===== src/rtl/nad_params.svh =====
// Constants of the nibble ALU datapath.
// Assumes inclusion by bare name from rtl/.
`ifndef NAD_PARAMS_SVH
`define NAD_PARAMS_SVH
`define NAD_NIB_W 4
`define NAD_ADR_W 8
`define NAD_OFF_PSW 8'h00
`define NAD_OFF_STAT 8'h04
`define NAD_OFF_CTRL 8'h08
`define NAD_PSW_DEC 0
`define NAD_PSW_ZERO 1
`define NAD_PSW_CARRY 2
`define NAD_PSW_HOLD 3
`define NAD_PSW_RST 4'h0
`define NAD_CTRL_EN 0
`define NAD_CTRL_RST 1'b1
`define NAD_STAT_PEND 4
`define NAD_STAT_NULL 5
`define NAD_DEC_MAX 5'h09
`define NAD_DEC_ADJ 4'h6
`endif


===== src/rtl/nad_pkg.sv =====
// Types shared by the nibble ALU datapath files.
// Assumes nad_params.svh is on the include path.
`include "nad_params.svh"
package nad_pkg;
	typedef enum logic [3:0] {
		NAD_OP_NOP  = 4'h0,
		NAD_OP_ADD  = 4'h1,
		NAD_OP_ADD_WITH_CARRY = 4'h2,
		NAD_OP_SUB  = 4'h3,
		NAD_OP_SUBTRACT_WITH_BORROW = 4'h4,
		NAD_OP_OR   = 4'h5,
		NAD_OP_AND  = 4'h6,
		NAD_OP_XOR  = 4'h7,
		NAD_OP_BSET = 4'h8,
		NAD_OP_BCLR = 4'h9,
		NAD_OP_EQ   = 4'ha,
		NAD_OP_NE   = 4'hb,
		NAD_OP_GE   = 4'hc,
		NAD_OP_LT   = 4'hd,
		NAD_OP_ROT  = 4'he
	} nad_op_t;
	typedef struct packed {
		nad_op_t    op;
		logic       imm_form;
		logic [3:0] imm;
		logic [3:0] gen_reg;
		logic [3:0] mem;
	} nad_req_t;
	typedef struct packed {
		logic       wr_reg;
		logic       wr_mem;
		logic [3:0] data;
		logic       skip;
	} nad_res_t;
	typedef enum logic [1:0] {
		NAD_WB_IDLE = 2'b00,
		NAD_WB_ACK  = 2'b01
	} nad_wb_st_t;
	// Address match against one register offset
	function automatic logic nad_hit(input logic [`NAD_ADR_W-1:0] adr, input logic [`NAD_ADR_W-1:0] off);
		return adr == off;
	endfunction
endpackage


===== src/rtl/nad_core.sv =====
// Nibble ALU datapath: arithmetic, logic, tests, rotate.
// Assumes the decoder presents operands in one cycle
// and writes back what res_o asks for.
//
// Implementation choices: the register offsets and register access over Wishbone.
`timescale 1ns/1ps
`include "nad_params.svh"
module nad_core (
	input  wire logic                  clk_i,
	input  wire logic                  rst_i,
	input  wire logic                  req_valid_i,
	input  nad_pkg::nad_req_t          req_i,
	output logic                       res_valid_o,
	output nad_pkg::nad_res_t          res_o,
	input  wire logic                  wb_cyc_i,
	input  wire logic                  wb_stb_i,
	input  wire logic                  wb_we_i,
	input  wire logic [`NAD_ADR_W-1:0] wb_adr_i,
	input  wire logic [3:0]            wb_sel_i,
	input  wire logic [31:0]           wb_dat_i,
	output logic [31:0]                wb_dat_o,
	output logic                       wb_ack_o,
	output logic                       wb_err_o
);
	import nad_pkg::*;

	// Flag and control state
	logic [3:0] psw_q;
	logic [3:0] psw_d;
	logic       en_q;
	logic       pend_q;
	logic       pend_d;
	logic       null_q;
	logic [3:0] last_q;
	nad_res_t   res_q;
	nad_res_t   res_d;
	logic       rv_q;

	// Bus side strobes
	logic       psw_wr;
	logic       ctrl_wr;
	logic [3:0] wdata;

	// Decoded operation class
	nad_op_t    op;
	logic       is_arith;
	logic       is_logic;
	logic       is_bit;
	logic       is_cmp;
	logic       is_rot;
	logic       is_sub;
	logic       use_cin;
	logic       mem_side;

	// Issue qualifiers
	logic       go;
	logic       live;
	logic       nulled;

	// Datapath
	logic [3:0] opa;
	logic [3:0] opb;
	logic [3:0] sum;
	logic       cout;
	logic [3:0] lres;
	logic [3:0] rot;
	logic [3:0] masked;
	logic [3:0] val;
	logic       skip;
	logic       store;

	// Named flag views
	logic       f_dec;
	logic       f_zero;
	logic       f_carry;
	logic       f_hold;

	assign f_dec   = psw_q[`NAD_PSW_DEC];
	assign f_zero  = psw_q[`NAD_PSW_ZERO];
	assign f_carry = psw_q[`NAD_PSW_CARRY];
	assign f_hold  = psw_q[`NAD_PSW_HOLD];

	// Register bus slave
	nad_wb_slave u_wb (
		.clk_i    (clk_i),
		.rst_i    (rst_i),
		.cyc_i    (wb_cyc_i),
		.stb_i    (wb_stb_i),
		.we_i     (wb_we_i),
		.adr_i    (wb_adr_i),
		.sel_i    (wb_sel_i),
		.dat_i    (wb_dat_i),
		.dat_o    (wb_dat_o),
		.ack_o    (wb_ack_o),
		.err_o    (wb_err_o),
		.psw_i    ({4'h0, psw_q}),
		.stat_i   ({2'b00, null_q, pend_q, last_q}),
		.ctrl_i   ({7'h0, en_q}),
		.wr_psw_o (psw_wr),
		.wr_ctrl_o(ctrl_wr),
		.wdata_o  (wdata)
	);

	// Operation classes
	assign op       = req_i.op;
	assign is_arith = (op == NAD_OP_ADD) | (op == NAD_OP_ADD_WITH_CARRY)
		| (op == NAD_OP_SUB) | (op == NAD_OP_SUBTRACT_WITH_BORROW);
	assign is_logic = (op == NAD_OP_OR) | (op == NAD_OP_AND) | (op == NAD_OP_XOR);
	assign is_bit   = (op == NAD_OP_BSET) | (op == NAD_OP_BCLR);
	assign is_cmp   = (op == NAD_OP_EQ) | (op == NAD_OP_NE)
		| (op == NAD_OP_GE) | (op == NAD_OP_LT);
	assign is_rot   = (op == NAD_OP_ROT);
	assign use_cin  = (op == NAD_OP_ADD_WITH_CARRY) | (op == NAD_OP_SUBTRACT_WITH_BORROW);
	assign is_sub   = (op == NAD_OP_SUB) | (op == NAD_OP_SUBTRACT_WITH_BORROW) | is_cmp;

	// Disabled block ignores requests; a pending skip eats one
	assign go     = req_valid_i & en_q;
	assign nulled = go & pend_q;
	assign live   = go & ~pend_q;

	// Immediate forms and compares work memory against immediate
	assign mem_side = req_i.imm_form | is_cmp;
	assign opa = mem_side ? req_i.mem : req_i.gen_reg;
	assign opb = mem_side ? req_i.imm : req_i.mem;

	// Compares always run binary so the digit fix cannot bend them
	nad_arith u_arith (
		.a_i   (~is_sub),
		.x_i   (opa),
		.y_i   (opb),
		.cin_i (use_cin & f_carry),
		.sub_i (is_sub),
		.dec_i (f_dec & is_arith),
		.sum_o (sum),
		.cout_o(cout)
	);

	// Bitwise results
	assign lres = (op == NAD_OP_OR) ? (opa | opb)
		: (op == NAD_OP_AND) ? (opa & opb) : (opa ^ opb);

	// Old carry enters at the top, bit 0 leaves to carry
	assign rot = {f_carry, req_i.gen_reg[3:1]};

	// Mask test on memory
	assign masked = req_i.mem & req_i.imm;

	// Skip decision, all four-bit compares
	always_comb begin
		case (op)
			NAD_OP_BSET: skip = (masked == req_i.imm);
			NAD_OP_BCLR: skip = (masked == 4'h0);
			NAD_OP_EQ:   skip = (sum == 4'h0);
			NAD_OP_NE:   skip = (sum != 4'h0);
			NAD_OP_GE:   skip = ~cout;
			NAD_OP_LT:   skip = cout;
			default:     skip = 1'b0;
		endcase
	end

	// Value presented for writeback
	assign val = is_arith ? sum : is_logic ? lres : is_rot ? rot : 4'h0;

	// Arithmetic store is blocked while hold is set
	assign store = live & (is_logic | is_rot | (is_arith & ~f_hold));

	// Result word for the decoder
	always_comb begin
		res_d        = '0;
		res_d.data   = val;
		res_d.wr_reg = store & ~req_i.imm_form & ~is_rot | store & is_rot;
		res_d.wr_mem = store & req_i.imm_form & ~is_rot;
		res_d.skip   = live & skip;
	end

	// Flag update: hardware effects win over a bus write
	always_comb begin
		psw_d = psw_wr ? wdata : psw_q;
		if (live & is_arith) begin // compares never reach this branch
			psw_d[`NAD_PSW_CARRY] = cout;
			if (sum != 4'h0) begin
				psw_d[`NAD_PSW_ZERO] = 1'b0;
			end else if (!f_hold) begin
				psw_d[`NAD_PSW_ZERO] = 1'b1;
			end else begin
				psw_d[`NAD_PSW_ZERO] = f_zero;
			end
		end
		if (live & is_rot) begin
			psw_d[`NAD_PSW_CARRY] = req_i.gen_reg[0];
		end
		if (live & is_bit) begin
			psw_d[`NAD_PSW_HOLD] = 1'b0;
		end
	end

	// Skip pending is consumed by the next accepted request
	assign pend_d = nulled ? 1'b0 : (live & skip) ? 1'b1 : pend_q;

	// Flags and control
	always_ff @(posedge clk_i) begin
		if (rst_i) begin
			psw_q  <= `NAD_PSW_RST;
			en_q   <= `NAD_CTRL_RST;
			pend_q <= 1'b0;
		end else begin
			psw_q  <= psw_d;
			pend_q <= pend_d;
			if (ctrl_wr) begin
				en_q <= wdata[`NAD_CTRL_EN];
			end
		end
	end

	// Registered answer, one cycle after the request
	always_ff @(posedge clk_i) begin
		if (rst_i) begin
			res_q  <= '0;
			rv_q   <= 1'b0;
			null_q <= 1'b0;
			last_q <= 4'h0;
		end else begin
			rv_q  <= go;
			res_q <= live ? res_d : '0;
			if (go) begin
				null_q <= nulled;
				last_q <= live ? val : last_q;
			end
		end
	end

	assign res_valid_o = rv_q;
	assign res_o       = res_q;

	// Helper views of the taken request
	logic [3:0] chk_add;
	logic [3:0] chk_dif;
	logic [3:0] chk_xor;
	logic       chk_c0;
	logic       chk_lt;
	assign chk_add = 4'(req_i.gen_reg + req_i.mem);
	assign chk_dif = 4'(req_i.mem - req_i.imm);
	assign chk_xor = req_i.mem ^ req_i.imm;
	assign chk_c0  = req_i.gen_reg[0];
	assign chk_lt  = req_i.mem < req_i.imm;
endmodule


===== src/rtl/nad_arith.sv =====
// Nibble adder/subtractor with one-digit decimal adjust.
// Assumes operands are already selected by the caller.
`timescale 1ns/1ps
`include "nad_params.svh"
module nad_arith (
	input  wire logic       a_i,
	input  wire logic [3:0] x_i,
	input  wire logic [3:0] y_i,
	input  wire logic       cin_i,
	input  wire logic       sub_i,
	input  wire logic       dec_i,
	output logic [3:0]      sum_o,
	output logic            cout_o
);
	import nad_pkg::*;
	logic [4:0] bin;
	logic       fix;
	// Five-bit result keeps the carry or borrow in bit 4
	assign bin = sub_i ? 5'({1'b0, x_i} - {1'b0, y_i} - {4'h0, cin_i})
		: 5'({1'b0, x_i} + {1'b0, y_i} + {4'h0, cin_i});
	// Decimal fix: sum above nine, or a borrow on subtract
	assign fix = dec_i & (sub_i ? bin[4] : (bin > `NAD_DEC_MAX));
	assign sum_o = !fix ? bin[3:0] : sub_i ? 4'(bin[3:0] - `NAD_DEC_ADJ) : 4'(bin[3:0] + `NAD_DEC_ADJ);
	assign cout_o = bin[4] | (fix & ~sub_i & a_i);
endmodule


===== src/rtl/nad_wb_slave.sv =====
// Classic Wishbone slave for the three ALU registers.
// Assumes one request at a time; answers one cycle later.
`timescale 1ns/1ps
`include "nad_params.svh"
module nad_wb_slave (
	input  wire logic                  clk_i,
	input  wire logic                  rst_i,
	input  wire logic                  cyc_i,
	input  wire logic                  stb_i,
	input  wire logic                  we_i,
	input  wire logic [`NAD_ADR_W-1:0] adr_i,
	input  wire logic [3:0]            sel_i,
	input  wire logic [31:0]           dat_i,
	output logic [31:0]                dat_o,
	output logic                       ack_o,
	output logic                       err_o,
	input  wire logic [7:0]            psw_i,
	input  wire logic [7:0]            stat_i,
	input  wire logic [7:0]            ctrl_i,
	output logic                       wr_psw_o,
	output logic                       wr_ctrl_o,
	output logic [3:0]                 wdata_o
);
	import nad_pkg::*;
	nad_wb_st_t  st_q;
	logic        map_q;
	logic [31:0] dat_q;
	logic        h_psw;
	logic        h_stat;
	logic        h_ctrl;
	logic        wr_ok;
	// Address decode
	assign h_psw  = nad_hit(adr_i, `NAD_OFF_PSW);
	assign h_stat = nad_hit(adr_i, `NAD_OFF_STAT);
	assign h_ctrl = nad_hit(adr_i, `NAD_OFF_CTRL);
	// Writes land on the edge where the master sees ack
	assign wr_ok     = (st_q == NAD_WB_ACK) & map_q & we_i & sel_i[0];
	assign wr_psw_o  = wr_ok & h_psw;
	assign wr_ctrl_o = wr_ok & h_ctrl;
	assign wdata_o   = dat_i[3:0];
	assign ack_o     = (st_q == NAD_WB_ACK) & map_q;
	assign err_o     = (st_q == NAD_WB_ACK) & ~map_q;
	assign dat_o     = dat_q;
	// One-cycle answer; ack drops on the following cycle
	always_ff @(posedge clk_i) begin
		if (rst_i) begin
			st_q  <= NAD_WB_IDLE;
			map_q <= 1'b0;
			dat_q <= 32'h0;
		end else begin
			case (st_q)
				NAD_WB_IDLE: begin
					if (cyc_i & stb_i) begin
						st_q  <= NAD_WB_ACK;
						map_q <= h_psw | h_stat | h_ctrl;
						dat_q <= {24'h0, h_psw ? psw_i : h_stat ? stat_i : h_ctrl ? ctrl_i : 8'h0};
					end
				end
				default: begin
					st_q <= NAD_WB_IDLE;
				end
			endcase
		end
	end
endmodule


===== config.mk =====
export PLATFORM = sky130hd
export DESIGN_NAME = nad_core
export DESIGN_NICKNAME = d
export VERILOG_FILES = /design/src/rtl/nad_pkg.sv /design/src/rtl/nad_core.sv /design/src/rtl/nad_arith.sv /design/src/rtl/nad_wb_slave.sv
export VERILOG_INCLUDE_DIRS = /design/src /design/src/rtl
export SDC_FILE = /design/constraint.sdc
export NUM_CORES = 1
export LEC_CHECK = 0
export BUFFER_PORTS_ARGS = -buffer_cell sky130_fd_sc_hd__buf_4
export CAP_MARGIN = 20
export CORE_MARGIN = 2
export CORE_UTILIZATION = 25
export DETAILED_ROUTE_END_ITERATION = 16
export PLACE_DENSITY_LB_ADDON = 0.15
export RECOVER_POWER = 100
export SLEW_MARGIN = 5
export SYNTH_ARGS = -nofsm -noshare
export SYNTH_HDL_FRONTEND = slang
export SYNTH_SLANG_ARGS = --single-unit

===== constraint.sdc =====
create_clock -name clk_i -period 5.5 [get_ports clk_i]
set_clock_uncertainty 0.15 [all_clocks]
set_input_delay 0.55 -clock clk_i [delete_from_list [all_inputs] [get_ports clk_i]]
set_output_delay 0.55 -clock clk_i [all_outputs]
set_load 0.01 [all_outputs]

# Word level (Yosys, flattened, before mapping)
# Index checks and enable logic that the tools add are counted.
# word_totals
wordCells	133
output_inout_bits	42
regBits	29
# classes
bitwise_logic	58
n_lt_le_gt_ge	1
reduce_logical	14
mux	20
add_sub_neg	6
eq_ne	18
# op_table
operator	count
2-to-1 mux 4 bit	9
== test 4 bit (second input constant)	7
AND 1 bit	26
OR 1 bit	19
== test 4 x 3 -> 1 bit (second input constant)	4
2-to-1 mux 8 bit	2
inverter 1 bit	9
AND 4 bit	2
== test 4 x 2 -> 1 bit (second input constant)	2
== test 8 x 3 -> 1 bit (second input constant)	1
== test 8 x 4 -> 1 bit (second input constant)	1
logical NOT 4 bit	2
logical NOT 8 bit	1
OR reduction 2 bit	4
one-hot mux 1 bit (6 select lines)	1
AND reduction 2 bit	3
adder 4 x 4 -> 5 bit	1
adder 5 x 1 -> 5 bit	1
> comparator 5 x 4 -> 1 bit (second input constant)	1
2-to-1 mux 1 bit	5
2-to-1 mux 5 bit	1
subtractor 4 x 4 -> 5 bit	1
subtractor 5 x 1 -> 5 bit	1
adder 4 x 3 -> 4 bit (second input constant)	1
12 further kinds	12

# Logic depth before layout (Yosys ltp)
# depth
word_depth	18
depth_mapped	18
depth_no_buf	17

# By module
# From an unflattened synthesis, not the netlist that was laid out.
# hier_totals
cells_unflattened	348
hier_area_um2	2894.0
# modules_own_cells
mod	n_inst	area_each_um2	cells_per_inst
nad_core	1	1391.3	171
nad_wb_slave	1	847.1	100
nad_arith	1	655.6	77

# Least setup slack after synthesis
# Ideal clock, no wire load.
# synth_timing
path_type	input to register
startpoint	input port req_i[15] (netlist bit)
endpoint	register pend_q
t_required_ns	5.222
slack_ns	1.006
arrival_time_ns	4.216
n_path_buf	2
setup_ns	0.128
stages	16
cell_sequence	buf_2 -> xor2_2 -> a21o_1 -> buf_6 -> mux2i_1 -> fa_1 -> fa_1 -> mux2i_1 -> inv_1 -> fa_1 -> nand4_1 -> xor3_1 -> mux2_4 -> o31a_1 -> o211ai_1 -> a31oi_1
# synth_via
elab_chain_cells	18
elab_cells_between_ends	45
cone_classes	add/sub: 6; order compare: 1; eq/ne: 10; mux: 7; bitwise: 19; reduce/logical: 2
# synth_rtl
item	line	text
start: declaration	nad_core.sv:12	input nad_pkg::nad_req_t req_i,
== test 4 bit	nad_core.sv:110, nad_core.sv:150	
OR 1 bit	nad_core.sv:110	assign is_cmp = (op == NAD_OP_EQ) | (op == NAD_OP_NE)
OR 1 bit (2 in series)	nad_core.sv:111	| (op == NAD_OP_GE) | (op == NAD_OP_LT);
OR 1 bit	nad_core.sv:122	assign mem_side = req_i.imm_form | is_cmp;
2-to-1 mux 4 bit, on equally long branches	nad_core.sv:123, nad_core.sv:124	
adder 4 x 4 -> 5 bit or subtractor 4 x 4 -> 5 bit (tied branches)	nad_arith.sv:20, nad_arith.sv:19	
adder 5 x 1 -> 5 bit or subtractor 5 x 1 -> 5 bit (tied branches)	nad_arith.sv:20, nad_arith.sv:19	
2-to-1 mux 5 bit	nad_arith.sv:19	assign bin = sub_i ? 5'({1'b0, x_i} - {1'b0, y_i} - {4'h0, cin_i})
> comparator 5 x 4 -> 1 bit (no source line)	n/a	
2-to-1 mux 1 bit	nad_arith.sv:22	assign fix = dec_i & (sub_i ? bin[4] : (bin > `NAD_DEC_MAX));
AND 1 bit	nad_arith.sv:22	
AND 1 bit (2 in series)	nad_arith.sv:24	assign cout_o = bin[4] | (fix & ~sub_i & a_i);
OR 1 bit	nad_arith.sv:24	
inverter 1 bit	nad_core.sv:155	NAD_OP_GE: skip = ~cout;
one-hot mux 1 bit (6 select lines) *	nad_core.sv:150	case (op)
AND 1 bit *	nad_core.sv:198	assign pend_d = nulled ? 1'b0 : (live & skip) ? 1'b1 : pend_q;
end signal: assignment	nad_core.sv:208	pend_q <= pend_d;
end: declaration	nad_core.sv:31	logic pend_q;
# Every way passes the cells marked *; elsewhere a longest branch is shown, timed or not.
# A chain may end at the register's enable or synchronous reset.

# Final worst setup path
# layout_timing
startpoint	input port req_i[14] (netlist bit)
endpoint	register pend_q
# The elaborated chain is that of the path after synthesis.

==> metrics.md <==
| Metric | Value |
|---|---|
| Status | `finished, final reports clean` |
| WP data required | `5500 ps` |
| Worst-Skew Late Latency | `270 ps` |
| Yosys reg bits | `27` |
| Sequential area share after synthesis | `0.232` |
| Commonest non-fill, non-tap cell in the layout | `buf_4` |
| Met2 usage | `0.204` |
| GP Congestion | `0.783` |
| Min Tclk post-route | `4990 ps` |
| Max-slew violations | `0` |
| Final Cycle Share | `0.907` |
| Post-DP HPWL | `5.06 mm` |
| Synth top area cells | `dfxtp_1 23%, buf_4 8.4%, ha_1 6.4%` |
| Crit start category | `input pin` |
| Die area | `10100 µm²` |
| Largest net degree at the start of global routing | `19` |
| Avg Synthesized Cell Area | `8.12 µm²` |
| Share of cells above drive strength 1 | `0.145` |
| Most Used Layer, Global Route | `met2` |
| Hold Crit Class | `reg -> reg` |
| Most frequent cells in the layout | `33 x buf_4, 27 x dfxtp_1, 26 x nor2_1, 26 x conb_1, 24 x inv_1` |
| Final Hold Viols | `0` |
| Initial antenna violation count | `0` |
| Synthesized area | `2330 µm²` |
| DR vias | `2015` |
| Met1 usage | `0.157` |
| MaxCap Viol Count | `0` |
| First-pass GRT wire length | `9.52 mm` |
| CTS tree | `built` |
| Routed WL per cell | `13.6 µm` |
| H-Tree Depth | `1` |
| Vias per cell | `4.56` |
| Slew HR | `0.442` |
| IO Count | `109` |
| Worst VDD drop | `78.4 µV` |
| Layout Cells excl Fill | `442` |
| Pre-CTS WS | `334 ps` |
| Post-CTS Hold Fix Bufs | `0` |
| Area grow syn2layout | `15.1%` |
| Worst path arrival time | `4990 ps` |
| Routing usage on met3 | `0.0153` |
| DRT Wirelength | `6.03 mm` |
| Starting Density | `0.255` |
| Worst Max-Slew Pin Slew | `831 ps` |
| Max Clk Rate | `200 MHz` |
| Post-synth EDFFs | `0` |
| Post-synth top area cell | `dfxtp_1` |
| Synth Warn # | `0` |
| Static leakage | `1.20 nW` |
| 1st-iter DRT viols | `79` |
| Worst Path Max Fanout | `15` |
| DIE WIDTH | `101 µm` |
| FP Rows | `35` |
| Worst-path clk slew | `90 ps` |
| Post-synth top area share | `0.232` |
| Total CTS buffers | `3` |
| Root Driver | `clkbuf_8` |
| Residual DRC | `0` |
| Diode count | `0` |
| Core area | `9150 µm²` |
| Setup violations, final | `0` |
| Antenna-violating nets left | `0` |
| Global Route Usage Sum | `0.118` |
| Layout Nets | `416` |
| Final WS setup | `512 ps` |
| CTS resizes | `0` |
| RSZ-0062 raised after global routing | `no` |
| Post-CTS setup buffers | `0` |
| CP Capture Type | `register` |
| CTS Buffer Depth | `2` |
| Clk sinks | `27` |
| Cells after synthesis | `287` |
| Final core area utilization | `0.293` |
| Final Cell Area | `2680 µm²` |
| Asr flop ratio synth | `0` |
| DP Cell Count | `438` |
| Setup TNS | `0 ps` |
| Grt total ovfl | `0` |
| Chip height | `101 µm` |
| Vias in the first global route | `1873` |
| Port bufs | `51` |
| Synth Flop Type | `dfxtp_1` |
| Drt first pass iters | `4` |
| # fillers | `1021` |
| Unique masters post-synth | `57` |
| Dpl cell area | `2710 µm²` |
| WS Path Type | `in -> reg` |
| Power Dens Cells | `201 nW/µm²` |
-- kinds of logic (layout without fill, tap and decap cells) --
group,count (synthesis),after routing,synth area share
multiplexers,18,18,0.0821
buffers and inverters,60,79,0.142
AND/OR/NAND/NOR,96,96,0.214
XOR/XNOR,4,4,0.0247
AO/OA/AOI/OAI,64,64,0.196
adder cells (fa/ha/maj),17,17,0.107
flip-flops,27,27,0.232
other,1,26,0.00161
-- through the flow --
step                power [mW]  hold WS (ps)
floorplan                0.385           276
global placement         0.438           291
detailed placement       0.439           298
CTS                      0.553           311
global route             0.579           331
finish                   0.539           307
-- cell type report --
cell class              count  area, µm²  area share
repair buffers             51        323       0.120
multi-input cells         225       1540       0.575
well taps                 111        139      0.0518
flip-flops and latches     27        541       0.201
clock inverters             1       7.51     0.00280
clock buffers               3       41.3      0.0154
inverters                  24       90.1      0.0336
-- registers in the layout, summed over array words and instances (netlist names) --
| name | cells |
|---|---|
| u_wb.map_q | 1 |
| res_valid_o | 1 |
| u_wb.st_q | 1 |
| pend_q | 1 |
| last_q | 4 |
| u_wb.dat_o | 6 |
| psw_q | 4 |
| en_q | 1 |
| null_q | 1 |
| res_o | 7 |
-- where the power goes --
part / internal [mW] / total (mW) / leakage, nW / switching [mW]
Combinational: 0.0955 / 0.218 / 0.957 / 0.123
Clock: 0.0514 / 0.113 / 0.0217 / 0.0616
Sequential: 0.204 / 0.208 / 0.220 / 0.00453
Total: 0.351 / 0.539 / 1.20 / 0.189
-- worst max-delay path: stages --
cell and delay (ps):
buf_4 190, xor2_1 280, a21o_1 360, mux2i_1 510
fa_1 330, fa_1 460, mux2i_1 350, inv_1 110
fa_1 450, nand4_1 120, xor3_1 220, mux2_1 370
o31a_1 300, o211ai_1 270, a31oi_1 120
-- worst paths after layout --
check                      from             to  slack, ps  depth (start not counted)
setup / recovery      req_i[14]         pend_q        510                         15
setup reg to reg       psw_q[2]         pend_q       1410                         12
hold reg to reg   u_wb.dat_o[5]  u_wb.dat_o[5]        310                          2
hold / removal    u_wb.dat_o[5]  u_wb.dat_o[5]        310                          2
-- per-layer routing --
layer,part of all wire,up-vias
met1,0.47,916
met4,0.0032,0
li1,-,1046
met3,0.052,2
met5,0,-
met2,0.47,51
-- synth_stat cells (all sizes together), types with 2 or more instances --
cell type,n
buf,28
dfxtp,27
nor2,26
inv,24
nand2,15
a21oi,13
ha,12
mux2i,12
nor3,12
clkbuf,8
nand2b,8
o21ai,8
a21o,7
nor2b,7
mux2,6
nand3,6
a22o,5
fa,5
a221oi,4
a31oi,4
and2,4
a222oi,3
nor4,3
o21bai,3
o22ai,3
a211oi,2
a311oi,2
and4,2
nand4,2
nor3b,2
o31a,2
or2,2
xor2,2
No activity file was read; power rests on OpenSTA's default activity.
